--- config.mk ---
export PLATFORM = sky130hd
export DESIGN_NAME = mode_switch_and_reset_ctrl
export DESIGN_NICKNAME = d
export VERILOG_FILES = /design/src/mode_reset_pkg.sv /design/src/mode_switch_and_reset_ctrl.sv /design/src/reset_stretcher.sv
export SDC_FILE = /design/constraint.sdc
export NUM_CORES = 1
export LEC_CHECK = 0
export BUFFER_PORTS_ARGS = -buffer_cell sky130_fd_sc_hd__buf_2
export CAP_MARGIN = 20
export CELL_PAD_IN_SITES_DETAIL_PLACEMENT = 0
export CELL_PAD_IN_SITES_GLOBAL_PLACEMENT = 1
export CORE_ASPECT_RATIO = 0.75
export CORE_UTILIZATION = 38
export DETAILED_ROUTE_END_ITERATION = 7
export GPL_TIMING_DRIVEN = 0
export PLACE_DENSITY = 0.92
export SYNTH_ARGS = -nofsm -noshare
export SYNTH_HDL_FRONTEND = slang
export SYNTH_HIERARCHICAL = 1
export SYNTH_SLANG_ARGS = --single-unit
--- constraint.sdc ---
create_clock -name CLK_IN -period 7.4 [get_ports CLK_IN]
set_input_delay 2.22 -clock CLK_IN [delete_from_list [all_inputs] [get_ports CLK_IN]]
set_output_delay 2.22 -clock CLK_IN [all_outputs]
set_load 0.005 [all_outputs]
--- src/mode_reset_pkg.sv ---
package mode_reset_pkg;
  // Register byte offsets on the AHB-Lite slave.
  localparam logic [7:0] SYSCTL_OFFSET = 8'h00;
  localparam logic [7:0] TBCTL_OFFSET = 8'h04;
  localparam logic [7:0] IRQCTL_OFFSET = 8'h08;
  localparam logic [7:0] WDCTL_OFFSET = 8'h0c;
  localparam logic [7:0] STATUS_OFFSET = 8'h10;
  // Field positions in system_control_two.
  localparam int FAST_EN_BIT = 7;
  localparam int SLOW_EN_BIT = 6;
  localparam int CLK_SEL_BIT = 5;
  localparam int HALT_BIT = 2;
  // Field positions in timebase_control.
  localparam int TB_EN_BIT = 3;
  // Field positions in the interrupt control word.
  localparam int IME_BIT = 0;
  localparam int TB_IE_BIT = 1;
  localparam int TB_IL_BIT = 2;
  localparam int TRAP_IL_BIT = 3;
  // Field positions in watchdog_control_one.
  localparam int RAM_TRAP_BIT = 0;
  localparam int TRAP_RESET_BIT = 1;
  localparam int WD_EN_BIT = 2;
  // Values after reset.
  localparam logic [7:0] SYSCTL_RESET = 8'h80;
  localparam logic [3:0] TBCTL_RESET = 4'h0;
  localparam logic [2:0] WDCTL_RESET = 3'h6;
  localparam logic [15:0] RESET_VECTOR = 16'hfffe;
  // Stretched malfunction reset: 24 fast clock periods at most.
  localparam int STRETCH_PERIODS = 24;
  localparam int FC_PERIOD_NS = 100;
  localparam int STRETCH_NS = STRETCH_PERIODS * FC_PERIOD_NS;
  localparam int STRETCH_CYCLES = STRETCH_NS / FC_PERIOD_NS;
  // Pin low time the driver must keep: 12 fast clock periods.
  localparam int PIN_LOW_NS = 12 * FC_PERIOD_NS;
  localparam int PIN_LOW_CYCLES = (PIN_LOW_NS + FC_PERIOD_NS - 1) / FC_PERIOD_NS;
  // Address areas that trap an instruction fetch.
  localparam logic [15:0] SFA_LOW = 16'h0000;
  localparam logic [15:0] SFA_HIGH = 16'h003f;
  localparam logic [15:0] RAM_LOW = 16'h0040;
  localparam logic [15:0] RAM_HIGH = 16'h083f;
  localparam logic [15:0] DBA_LOW = 16'h0f80;
  localparam logic [15:0] DBA_HIGH = 16'h0fff;
  // Operating modes, one-hot.
  typedef enum logic [5:0] {
    SINGLE_CLOCK_RUN = 6'h01,
    DUAL_CLOCK_RUN = 6'h02,
    LOW_CLOCK_RUN = 6'h04,
    LOW_CLOCK_RUN_FAST_OSC_ON = 6'h08,
    DEEP_IDLE_MODE = 6'h10,
    DEEP_SLEEP_MODE = 6'h20
  } op_mode_type;
  // Clock sequencer states, one-hot.
  typedef enum logic [3:0] {
    ST_FAST = 4'h1,
    ST_SLOW = 4'h2,
    ST_SYNC = 4'h4,
    ST_HALT = 4'h8
  } seq_state_type;
endpackage

--- src/mode_switch_and_reset_ctrl.sv ---
// Local design decisions: register access over AHB-Lite and the address map.
`timescale 1ns/1ns
module mode_switch_and_reset_ctrl #(
  parameter int TB_DIV_WIDTH = 8 // Width of the timebase divider.
) (
  input wire logic CLK_IN, // Fast clock, 10 MHz.
  input wire logic SRST_IN, // Power-on reset, active high.
  input wire logic HSEL_IN, // AHB-Lite slave select.
  input wire logic [7:0] HADDR_IN, // AHB-Lite address.
  input wire logic [1:0] HTRANS_IN, // AHB-Lite transfer type.
  input wire logic HWRITE_IN, // AHB-Lite write flag.
  input wire logic [2:0] HSIZE_IN, // AHB-Lite size.
  input wire logic [31:0] HWDATA_IN, // AHB-Lite write data.
  input wire logic HREADY_IN, // AHB-Lite bus ready.
  output logic [31:0] HRDATA_OUT, // AHB-Lite read data.
  output logic HREADYOUT_OUT, // AHB-Lite slave ready.
  output logic HRESP_OUT, // AHB-Lite response.
  input wire logic RESET_N_IN, // External reset pin, active low.
  input wire logic SLOW_CLK_IN, // Low-frequency clock, sampled.
  input wire logic FETCH_VALID_IN, // Core fetch strobe.
  input wire logic [15:0] FETCH_ADDR_IN, // Core fetch address.
  input wire logic WDT_IRQ_IN, // Watchdog interrupt pending.
  input wire logic WDT_RESET_IN, // Watchdog reset request.
  output logic SYS_RESET_OUT, // Internal reset to the core.
  output logic [15:0] RESET_VECTOR_OUT, // Vector address to read.
  output logic VECTOR_FETCH_OUT, // Pulse: fetch reset vector.
  output logic FAST_OSC_EN_OUT, // Fast oscillator enable.
  output logic SLOW_OSC_EN_OUT, // Slow oscillator enable.
  output logic SLOW_CLK_SEL_OUT, // Core runs on the slow clock.
  output logic [5:0] MODE_OUT, // Current operating mode.
  output logic TIMEBASE_TAKE_OUT, // Pulse: timebase irq taken.
  output logic TRAP_IRQ_OUT, // Address trap latch.
  output logic IRQ_MASTER_ENABLE_OUT, // Interrupt master enable.
  output logic WATCHDOG_ENABLE_OUT // Watchdog enable.
);
  import mode_reset_pkg::*;

  logic pin_meta, pin_sync; // Reset pin synchroniser.
  logic slow_meta, slow_sync, slow_prev; // Slow clock synchroniser.
  logic reset_prev; // Internal reset one cycle ago, for the release edge.
  logic stretch_active; // Stretched malfunction reset.
  logic any_reset; // Internal reset from any source.
  logic [7:0] sysctl; // system_control_two.
  logic [3:0] tbctl; // timebase_control.
  logic [3:0] irqctl; // Interrupt enables and latches.
  logic [2:0] wdctl; // watchdog_control_one.
  logic [TB_DIV_WIDTH-1:0] tb_div; // Timebase divider.
  logic tap_prev; // Previous selected tap.
  seq_state_type state; // Clock sequencer.
  logic addr_write; // Captured write address phase.
  logic [7:0] addr_q; // Captured address.
  logic bus_write; // Write data phase completes now.
  logic [7:0] next_sysctl; // Requested system control value.
  logic clock_fault; // Illegal oscillator clear.
  logic trap_hit; // Fetch into trapped area.
  logic tap_fall; // Falling edge of selected tap.
  logic slow_fall; // Falling edge of slow clock.
  logic halt_req; // Software asks for deep halt.
  logic wake; // Halt ends this cycle.
  logic wake_irq; // Wake with interrupt processing.

  // Decode whether a fetch address lies inside an inclusive range.
  function automatic logic in_area(input logic [15:0] a, input logic [15:0] lo, input logic [15:0] hi);
    in_area = (a >= lo) && (a <= hi);
  endfunction

  // The pin and the slow clock come from outside, so each passes two flops.
  // Only the second flop of each pair is read by the rest of the logic.
  always_ff @(posedge CLK_IN) begin
    if (SRST_IN) begin
      pin_meta <= 1'b0;
      pin_sync <= 1'b0;
      slow_meta <= 1'b0;
      slow_sync <= 1'b0;
    end else begin
      pin_meta <= RESET_N_IN;
      pin_sync <= pin_meta;
      slow_meta <= SLOW_CLK_IN;
      slow_sync <= slow_meta;
    end
  end

  // Edge history for the internal reset, slow clock and timebase tap.
  // The reset history starts high so power-up also ends in a vector fetch.
  always_ff @(posedge CLK_IN) begin
    if (SRST_IN) begin
      reset_prev <= 1'b1;
      slow_prev <= 1'b0;
      tap_prev <= 1'b0;
    end else begin
      reset_prev <= any_reset;
      slow_prev <= slow_sync;
      tap_prev <= tb_div[tbctl[2:0]];
    end
  end

  // Falling edges come from the synchronised slow clock and the chosen tap.
  assign slow_fall = slow_prev && !slow_sync;
  assign tap_fall = tap_prev && !tb_div[tbctl[2:0]];

  // Any low level on the pin resets two cycles later, after the synchroniser; the driver keeps it long enough.
  assign any_reset = SRST_IN || !pin_sync || stretch_active;

  // Address trap: special function and data buffer always, RAM on select.
  assign trap_hit = FETCH_VALID_IN && (in_area(FETCH_ADDR_IN, SFA_LOW, SFA_HIGH) ||
                    in_area(FETCH_ADDR_IN, DBA_LOW, DBA_HIGH) ||
                    (wdctl[RAM_TRAP_BIT] && in_area(FETCH_ADDR_IN, RAM_LOW, RAM_HIGH)));

  // Bus write data destined for system control, checked before it lands.
  assign bus_write = addr_write && HREADY_IN;
  assign next_sysctl = HWDATA_IN[7:0];

  // Clearing an oscillator that the core depends on would deadlock it.
  always_comb begin
    clock_fault = 1'b0;
    if (bus_write && addr_q == SYSCTL_OFFSET) begin
      if (!next_sysctl[FAST_EN_BIT] && !next_sysctl[SLOW_EN_BIT] &&
          (sysctl[FAST_EN_BIT] || sysctl[SLOW_EN_BIT])) begin
        clock_fault = 1'b1;
      end else if (sysctl[FAST_EN_BIT] && !next_sysctl[FAST_EN_BIT] && !next_sysctl[CLK_SEL_BIT]) begin
        clock_fault = 1'b1;
      end else if (sysctl[SLOW_EN_BIT] && !next_sysctl[SLOW_EN_BIT] && next_sysctl[CLK_SEL_BIT]) begin
        clock_fault = 1'b1;
      end
    end
  end

  // Three malfunction sources share one stretched pulse.
  // A trap resets only when the trap-reset bit selects it; otherwise it latches.
  reset_stretcher #(
    .CYCLES(STRETCH_CYCLES)
  ) u_stretch (
    .clk_in(CLK_IN),
    .srst_in(SRST_IN),
    .request_in(clock_fault || WDT_RESET_IN || (trap_hit && wdctl[TRAP_RESET_BIT])),
    .active_out(stretch_active)
  );

  // Halt is requested by writing the halt bit; a pending watchdog irq wins.
  assign halt_req = bus_write && addr_q == SYSCTL_OFFSET && next_sysctl[HALT_BIT] &&
                    !WDT_IRQ_IN && !clock_fault;
  assign wake = (state == ST_HALT) && tap_fall;
  assign wake_irq = wake && irqctl[IME_BIT] && irqctl[TB_IE_BIT] && tbctl[TB_EN_BIT];

  // AHB-Lite address phase capture; the slave never inserts wait states.
  // Only writes need the captured phase, since reads are decoded at once.
  always_ff @(posedge CLK_IN) begin
    if (SRST_IN) begin
      addr_write <= 1'b0;
      addr_q <= 8'h00;
    end else if (HREADY_IN) begin
      addr_write <= HSEL_IN && HTRANS_IN[1] && HWRITE_IN;
      addr_q <= HADDR_IN;
    end
  end

  // Read data is registered at the address phase so it stands from a flop.
  always_ff @(posedge CLK_IN) begin
    if (SRST_IN) begin
      HRDATA_OUT <= 32'h0000_0000;
    end else if (HREADY_IN && HSEL_IN && HTRANS_IN[1] && !HWRITE_IN) begin
      unique case (HADDR_IN)
        SYSCTL_OFFSET: HRDATA_OUT <= {24'h000000, sysctl};
        TBCTL_OFFSET: HRDATA_OUT <= {28'h0000000, tbctl};
        IRQCTL_OFFSET: HRDATA_OUT <= {28'h0000000, irqctl};
        WDCTL_OFFSET: HRDATA_OUT <= {29'h0, wdctl};
        STATUS_OFFSET: HRDATA_OUT <= {22'h0, state, MODE_OUT};
        default: HRDATA_OUT <= 32'h0000_0000; // Unmapped reads return zero.
      endcase
    end
  end

  // The slave never stalls and never signals an error, so the bus sees OKAY.
  assign HREADYOUT_OUT = 1'b1;
  assign HRESP_OUT = 1'b0;

  // System control: software writes, halt bit cleared by hardware on wake.
  always_ff @(posedge CLK_IN) begin
    if (any_reset) begin
      sysctl <= SYSCTL_RESET;
    end else if (bus_write && addr_q == SYSCTL_OFFSET && !clock_fault) begin
      sysctl <= {next_sysctl[7:3], halt_req, 2'b00};
    end else if (wake) begin
      sysctl[HALT_BIT] <= 1'b0;
    end
  end

  // Timebase control and the watchdog control word.
  always_ff @(posedge CLK_IN) begin
    if (any_reset) begin
      tbctl <= TBCTL_RESET;
      wdctl <= WDCTL_RESET;
    end else if (bus_write && addr_q == TBCTL_OFFSET) begin
      tbctl <= HWDATA_IN[3:0];
    end else if (bus_write && addr_q == WDCTL_OFFSET) begin
      wdctl <= HWDATA_IN[2:0];
    end
  end

  // Interrupt enables and latches; hardware sets win over software clears.
  always_ff @(posedge CLK_IN) begin
    if (any_reset) begin
      irqctl <= 4'h0;
    end else begin
      if (bus_write && addr_q == IRQCTL_OFFSET) begin
        irqctl <= HWDATA_IN[3:0] & {irqctl[3:2], 2'b11};
      end
      if (halt_req && tbctl[TB_EN_BIT]) begin
        irqctl[TB_IL_BIT] <= 1'b1;
      end
      if (trap_hit && !wdctl[TRAP_RESET_BIT]) begin
        irqctl[TRAP_IL_BIT] <= 1'b1;
      end
      if (wake_irq) begin
        irqctl[IME_BIT] <= 1'b0;
        irqctl[TB_IL_BIT] <= 1'b0;
      end
    end
  end

  // The divider runs free on the slow clock edges; entering halt does not
  // restart it, so the first wake tap may come early.
  // Widening the divider does not lengthen the longest halt; the three-bit tap select reaches bit 7 only.
  always_ff @(posedge CLK_IN) begin
    if (any_reset) begin
      tb_div <= '0;
    end else if (slow_fall) begin
      tb_div <= tb_div + 1'b1;
    end
  end

  // Clock sequencer: fast run, slow run, synchronising, and deep halt.
  always_ff @(posedge CLK_IN) begin
    if (any_reset) begin
      state <= ST_FAST;
    end else begin
      unique case (state)
        ST_FAST: begin
          if (halt_req) begin
            state <= ST_HALT;
          end else if (sysctl[CLK_SEL_BIT]) begin
            state <= ST_SLOW;
          end
        end
        ST_SLOW: begin
          if (halt_req) begin
            state <= ST_HALT;
          end else if (!sysctl[CLK_SEL_BIT]) begin
            state <= ST_SYNC;
          end
        end
        ST_SYNC: begin
          if (slow_fall) begin
            state <= ST_FAST;
          end
        end
        ST_HALT: begin
          if (wake) begin
            state <= sysctl[CLK_SEL_BIT] ? ST_SLOW : ST_FAST;
          end
        end
        default: state <= ST_FAST;
      endcase
    end
  end

  // Mode report follows the sequencer and the oscillator enables.
  always_comb begin
    MODE_OUT = SINGLE_CLOCK_RUN;
    unique case (state)
      ST_FAST: MODE_OUT = sysctl[SLOW_EN_BIT] ? DUAL_CLOCK_RUN : SINGLE_CLOCK_RUN;
      ST_SLOW, ST_SYNC: MODE_OUT = sysctl[FAST_EN_BIT] ? LOW_CLOCK_RUN_FAST_OSC_ON : LOW_CLOCK_RUN;
      ST_HALT: MODE_OUT = sysctl[CLK_SEL_BIT] ? DEEP_SLEEP_MODE : DEEP_IDLE_MODE;
      default: MODE_OUT = SINGLE_CLOCK_RUN;
    endcase
  end

  // Registered outputs to the core.
  // The vector pulse is high in the second cycle after any reset ends, pin or malfunction.
  always_ff @(posedge CLK_IN) begin
    if (SRST_IN) begin
      VECTOR_FETCH_OUT <= 1'b0;
      TIMEBASE_TAKE_OUT <= 1'b0;
    end else begin
      VECTOR_FETCH_OUT <= reset_prev && !any_reset;
      TIMEBASE_TAKE_OUT <= wake_irq;
    end
  end

  // Direct views of the control words, except the clock select, which follows the sequencer state; the enables follow software at once.
  assign SYS_RESET_OUT = any_reset;
  assign RESET_VECTOR_OUT = RESET_VECTOR;
  assign FAST_OSC_EN_OUT = sysctl[FAST_EN_BIT];
  assign SLOW_OSC_EN_OUT = sysctl[SLOW_EN_BIT];
  assign SLOW_CLK_SEL_OUT = (state == ST_SLOW) || (state == ST_SYNC) ||
                            ((state == ST_HALT) && sysctl[CLK_SEL_BIT]);
  assign TRAP_IRQ_OUT = irqctl[TRAP_IL_BIT];
  assign IRQ_MASTER_ENABLE_OUT = irqctl[IME_BIT];
  assign WATCHDOG_ENABLE_OUT = wdctl[WD_EN_BIT];
endmodule

--- src/reset_stretcher.sv ---
`timescale 1ns/1ns
module reset_stretcher #(
  parameter int CYCLES = mode_reset_pkg::STRETCH_CYCLES
) (
  input wire logic clk_in, // Fast clock.
  input wire logic srst_in, // Power-on reset, active high.
  input wire logic request_in, // Malfunction reset request.
  output logic active_out // Stretched reset pulse.
);
  import mode_reset_pkg::*;

  logic [5:0] count; // Cycles of pulse still to run.

  // The counter is cleared only by the power-on reset, never by the pulse it
  // makes itself, so a request during a running pulse reloads the full count.
  always_ff @(posedge clk_in) begin
    if (srst_in) begin
      count <= 6'h00;
    end else if (request_in) begin
      count <= 6'(CYCLES);
    end else if (count != 6'h00) begin
      count <= count - 6'h01;
    end
  end

  // The pulse is high while cycles remain, so it ends CYCLES cycles after the last request.
  assign active_out = (count != 6'h00);
endmodule

==> impl_metrics.tcl, run 1 <==
set metrics [dict create \
    status "completed" \
    synth_edf_count 0 \
    tightest_slew_ns 0.9136 \
    cts_setup_buffers 0 \
    wire_per_inst_um 12.93 \
    synth_xor_area_share_pct 3.147 \
    netlist_area_um2 3339 \
    crit_buf_inv 5 \
    post-route-period-util_pct 84.37 \
    critPathLaunchType "input port" \
    crit_fanout 10 \
    core_um2 8491 \
    nNetsFinal 560 \
    htree_levels 3 \
    worstPathArrival_ns 4.02 \
    fillCellCount 845 \
    grt_pass1_wl_um 12490 \
    synthSimpleGateAreaFrac_pct 24.73 \
    max-slew-margin-rel_pct 38.53 \
    ys.flop_type "dfxtp_1" \
    cts.sinks 63 \
    overflow 0 \
    critPathKind "input port to primary output" \
    cts_max_path_buffers 2 \
    drive_gt1_share_pct 28.46 \
    min_path_type "flip-flop to flip-flop" \
    drv_slew 0 \
    wl_um 7756 \
    port_buffers 59 \
    async_flop_share_pct 0 \
    dp.cells 584 \
    cts_tree "built" \
    drv_cap 0 \
    cts_root_buf "clkbuf_16" \
    synth-compound-area-share_pct 10.57 \
    dr.first_iter.drc_count 124 \
    ys_seq_area_share_pct 37.77 \
    hpwl_um 5965 \
    cts_buffers 9 \
    path_cells "buf_2 > clkbuf_1 > nor3b_2 > inv_1 > clkbuf_1 > buf_2" \
    vias 2896 \
    critPathSlowestCell "nor3b_2" \
    holdBufCountCts 0 \
    ys_ff_latch 63 \
    antenna_cells 0 \
    ctsResizeCount 0 \
    cp_slowest_stage_delay_ns 0.71 \
    synth_area_per_cell_um2 8.811 \
    path_clk_slew_ns 0.05 \
    synth_top_family_by_area "simple AND/OR/NAND/NOR gates" \
    drtAntennaViolNets 0 \
    crit_required_ns 5.18 \
    gp_congestion 0.8631 \
    syn2layout_area_growth_pct 26.11 \
    hold_violations 0 \
    vdd_drop_max_mv 0.1020 \
    via_per_inst 4.827 \
    yosys-top-cells-area "dfxtp_1 38%, buf_4 9.0%, mux2i_1 8.1%" \
    fin_crit_ns 6.244 \
    crit_family "buffers and inverters" \
    fmax_mhz 160.2 \
    grt_max_degree 12 \
    setup_tns_ns 0 \
    drtPass1Iterations 4 \
    die_w_um 110.2 \
    rsz0062_at_grt "false" \
    die_h_um 83.19 \
    synthAdderAreaFrac_pct 0.7493 \
    yosysUniqueCellTypes 60 \
    grt_pass1_vias 2617 \
    clkLatencyLatePin_ns 0.33 \
    finalNonFillerCells 600 \
    fin_skew_ns 0.008189 \
    p_leak_nw 1.810 \
    design_area_um2 4212 \
    place_area_um2 3913 \
    grtUsageTotal_pct 17.57 \
    antenna_found_initial 0 \
    rows 29 \
    netlist_instances 379 \
    end_kind "primary output" \
    finalSetupViolCount 0 \
    p_per_area_nw_per_um2 201.9 \
    start_util_pct 39.33 \
    yosys.area.top_type "dfxtp_1" \
    drc 0 \
    synthMuxAreaShare_pct 10.12 \
    yosysWarnings 6 \
    synth_top_area_share_pct 37.77 \
    die_area_um2 9171 \
    ioPinCount 136 \
]
[kinds of logic after synthesis]
group / count (synthesis)
XOR/XNOR: 12
flip-flops: 63
AND/OR/NAND/NOR: 149
other: 2
buffers and inverters: 68
AO/OA/AOI/OAI: 51
adder cells (fa/ha/maj): 2
multiplexers: 32
[worst paths after layout]
kind	depth (start not counted)	to	start	slack [ns]
worst max register to register	8	irqctl[1]	u_stretch/count[0]	4.88
worst max-delay path	6	SYS_RESET_OUT	SRST_IN	1.16
worst min-delay path	1	VECTOR_FETCH_OUT	reset_prev	0.43
worst min register to register	1	VECTOR_FETCH_OUT	reset_prev	0.43
[area by class of cell]
class | count | area [µm²] | share of cell area (%)
inverter | 8 | 30.03 | 0.7130
sequential | 63 | 1261 | 29.95
multi-input combinational | 286 | 1797 | 42.66
tap | 108 | 135.1 | 3.209
timing repair buffer | 59 | 295.3 | 7.011
buffer | 60 | 394.1 | 9.358
clock inverter | 6 | 60.06 | 1.426
clock buffer | 10 | 239.0 | 5.674
[layer usage]
layer / GRT usage (%) / share of wire [%] / wire (µm)
met3: 5.338 / 4.8 / 376
met2: 27.67 / 47 / 3638
met1: 23.36 / 47 / 3678
met4: 4.187 / 0.81 / 63
met5: 0 / 0 / 0
[registers in the layout, indices dropped and copies added (netlist names)]
register	flops
TIMEBASE_TAKE_OUT	1
wdctl	3
irqctl	4
sysctl	6
slow_prev	1
slow_meta	1
pin_sync	1
addr_q	8
tbctl	4
tap_prev	1
state	4
addr_write	1
reset_prev	1
slow_sync	1
HRDATA_OUT	10
u_stretch/count	6
pin_meta	1
VECTOR_FETCH_OUT	1
tb_div	8
[cell usage after synthesis (3+ instances only)]
| master | count |
|---|---|
| a21oi_1 | 12 |
| a22oi_1 | 6 |
| buf_2 | 3 |
| buf_4 | 40 |
| clkbuf_1 | 15 |
| dfxtp_1 | 63 |
| inv_1 | 8 |
| mux2_2 | 4 |
| mux2i_1 | 27 |
| nand2_1 | 22 |
| nand2b_1 | 5 |
| nand3_1 | 10 |
| nand3b_1 | 4 |
| nand4_1 | 5 |
| nor2_1 | 54 |
| nor2b_1 | 6 |
| nor3_1 | 10 |
| nor4_1 | 5 |
| o21ai_0 | 9 |
| or2_2 | 3 |
| xnor2_1 | 4 |
| xor2_1 | 8 |
[stage by stage]
step                      setup WS [ns]  util [%]  total power (W)  hold slack (ns)
after global routing              1.026     49.60        0.0008859           0.4427
after detailed placement          1.133     46.08        0.0004408           0.4197
after floorplan                   2.020         -        0.0004186           0.4057
after CTS                         1.129     49.60        0.0008583           0.4317
final                             1.156     49.60        0.0008505           0.4299
after global placement            1.162     46.08        0.0004383           0.4130
[power breakdown]
part,leakage [nW],switching (W),internal (W)
logic,1.15,0.0000408,0.0000409
clock network,0.144,0.000148,0.000267
registers,0.511,0.00000593,0.000347
[placed cells by master (no fill, tap or decap), types with 12 or more instances in the layout]
cell type / synthesis / layout
buf_2: 3 / 62
nand2_1: 22 / 22
buf_4: 40 / 40
nor2_1: 54 / 54
conb_1: 2 / 40
mux2i_1: 27 / 27
a21oi_1: 12 / 12
dfxtp_1: 63 / 63
clkbuf_1: 15 / 15
(Power assumes the default switching activity.)
==> run 2: changes to the inputs <==
--- a/config.mk
+++ b/config.mk
@@ -10,10 +10,10 @@
 export CELL_PAD_IN_SITES_DETAIL_PLACEMENT = 0
 export CELL_PAD_IN_SITES_GLOBAL_PLACEMENT = 1
 export CORE_ASPECT_RATIO = 0.75
-export CORE_UTILIZATION = 38
+export CORE_UTILIZATION = 31
 export DETAILED_ROUTE_END_ITERATION = 7
 export GPL_TIMING_DRIVEN = 0
-export PLACE_DENSITY = 0.92
+export PLACE_DENSITY = 0.81
 export SYNTH_ARGS = -nofsm -noshare
 export SYNTH_HDL_FRONTEND = slang
 export SYNTH_HIERARCHICAL = 1
==> constraint.sdc (replaced) <==
create_clock -name CLK_IN -period 5.71 [get_ports CLK_IN]
set_input_delay 1.713 -clock CLK_IN [delete_from_list [all_inputs] [get_ports CLK_IN]]
set_output_delay 1.713 -clock CLK_IN [all_outputs]
set_load 0.005 [all_outputs]
==> run 2 against run 1 <==
Effect of this change: highest routed layer unchanged; critical path type unchanged; sequential share of layout area decreased by 0.53 points; final cell count increased by 4.7%; combinational power increased by 30%; largest power group unchanged; via count decreased by 0.62%; global-route usage decreased by 2.8 points; count of clock-buffer cells in the layout increased by 3; register-to-register slack got worse by 1.6 ns; clock power increased by 50%; worst hold slack improved by 0.0021 ns.
==> impl_metrics.tcl, run 2 (synthesis gave the netlist of run 1 again) <==
set metrics [dict create \
    status "completed" \
    grtUsageTotal_pct 14.74 \
    drv_cap 0 \
    hold_violations 0 \
    cts_buffers 9 \
    crit_family "buffers and inverters" \
    grt_max_degree 11 \
    crit_required_ns 4.00 \
    vdd_drop_max_mv 0.1403 \
    die_area_um2 11200 \
    max-slew-margin-rel_pct 45.46 \
    p_leak_nw 1.830 \
    antenna_cells 0 \
    finish.utilization_pct 41.35 \
    critPathLaunchType "input port" \
    finalNonFillerCells 628 \
    post-route-period-util_pct 91.98 \
    drc 0 \
    worstPathArrival_ns 3.54 \
    crit_fanout 10 \
    reg2regPathDepth 8 \
    reg_top3 "HRDATA_OUT: 10 flops, addr_q: 8 flops, tb_div: 8 flops" \
    htree_levels 3 \
    die_w_um 121.8 \
    clkLatencyLatePin_ns 0.32 \
    holdBufCountCts 0 \
    finalSetupViolCount 0 \
    p_per_area_nw_per_um2 276.5 \
    ioPinCount 136 \
    wire_per_inst_um 12.62 \
    overflow 0 \
    hold_depth 1 \
    drtPass1Iterations 4 \
    crit_buf_inv 5 \
    fin_crit_ns 5.252 \
    critPathKind "input port to primary output" \
    drv_slew 0 \
    setup_tns_ns 0 \
    final_common_cell "dfxtp_1" \
    nNetsFinal 560 \
    dp.cells 612 \
    cts_tree "built" \
    fmax_mhz 190.4 \
    reg2reg_slack_ns 3.25 \
    min_path_type "flip-flop to flip-flop" \
    drtAntennaViolNets 0 \
    die_h_um 91.89 \
    ctsResizeCount 0 \
    cts_root_buf "clkbuf_16" \
    hpwl_um 6138 \
    rsz0062_at_grt "false" \
    start_util_pct 32.20 \
    top_register "HRDATA_OUT" \
    cp_slowest_stage_delay_ns 0.70 \
    vias 2878 \
    end_kind "primary output" \
    cts_max_path_buffers 2 \
    path_clk_slew_ns 0.05 \
    grt_pass1_wl_um 12920 \
    dr.first_iter.drc_count 160 \
    grt_pass1_vias 2653 \
    cts.sinks 63 \
    fin_skew_ns 0.004407 \
    critPathSlowestCell "nor3b_2" \
    port_buffers 59 \
    tightest_slew_ns 0.8106 \
    path_cells "buf_2 > clkbuf_1 > nor3b_2 > inv_1 > clkbuf_1 > buf_2" \
    drive_gt1_share_pct 27.85 \
    via_per_inst 4.583 \
    largest_reg_flops 10 \
    antenna_found_initial 0 \
    cp.depth 6 \
    gp_congestion 0.8098 \
    rows 32 \
    core_um2 10370 \
    syn2layout_area_growth_pct 28.40 \
    wl_um 7928 \
    mostFrequentLayoutCells "63 x dfxtp_1, 62 x buf_2, 54 x nor2_1" \
    cts_setup_buffers 0 \
]
==> run 2: metrics by stage <==
stage / hold WS [ns] / area (µm²) / setup slack [ns] / power [W]
3_3_place_gp: 0.4160 / 3948 / 0.4304 / 0.0005685
2_1_floorplan: 0.4057 / 3482 / 1.344 / 0.0005425
6_report: 0.4320 / 4288 / 0.4577 / 0.001186
4_1_cts: 0.4382 / 4288 / 0.4358 / 0.001193
5_1_grt: 0.4654 / 4288 / 0.2559 / 0.001230
3_5_place_dp: 0.4213 / 3948 / 0.4303 / 0.0005704
==> run 2: final cells by class <==
class | instances | area (µm²)
clock buffers | 13 | 250.2
well taps | 136 | 170.2
clock inverters | 3 | 90.09
multi-input cells | 286 | 1797
fillers | 1052 | 6082
repair buffers | 59 | 295.3
inverters | 8 | 30.03
plain buffers | 60 | 394.1
flip-flops and latches | 63 | 1261
==> run 2: worst reg2reg max path: stages (launching register included) <==
cell and delay [ns]:
dfxtp_1 0.34, inv_1 0.09, ha_1 0.26, nor3b_2 0.26, nand2_2 0.11, nor3b_2 0.64
inv_1 0.23, clkbuf_1 0.29, a21oi_1 0.18
==> run 2: final timing paths <==
path,from,end
setup / recovery,SRST_IN,SYS_RESET_OUT
setup reg to reg,u_stretch/count[0],irqctl[1]
hold / removal,reset_prev,VECTOR_FETCH_OUT
hold reg to reg,reset_prev,VECTOR_FETCH_OUT
==> run 2: report_power, final <==
group          total (W)  internal, W  leakage [nW]  switching [W]
clock network   0.000623     0.000439         0.164       0.000184
registers       0.000457     0.000450         0.511     0.00000750
logic           0.000106    0.0000529          1.15      0.0000527
total            0.00119     0.000941          1.83       0.000244
==> run 2: metal layers <==
layer  track usage (%)  vias to the layer above  part of all wire, %
met5                 0                        -                    0
met4             3.909                        0                 0.91
met3             3.607                        9                  5.2
met2             24.39                       70                   47
met1             18.93                     1336                   46
li1                  -                     1463                    -
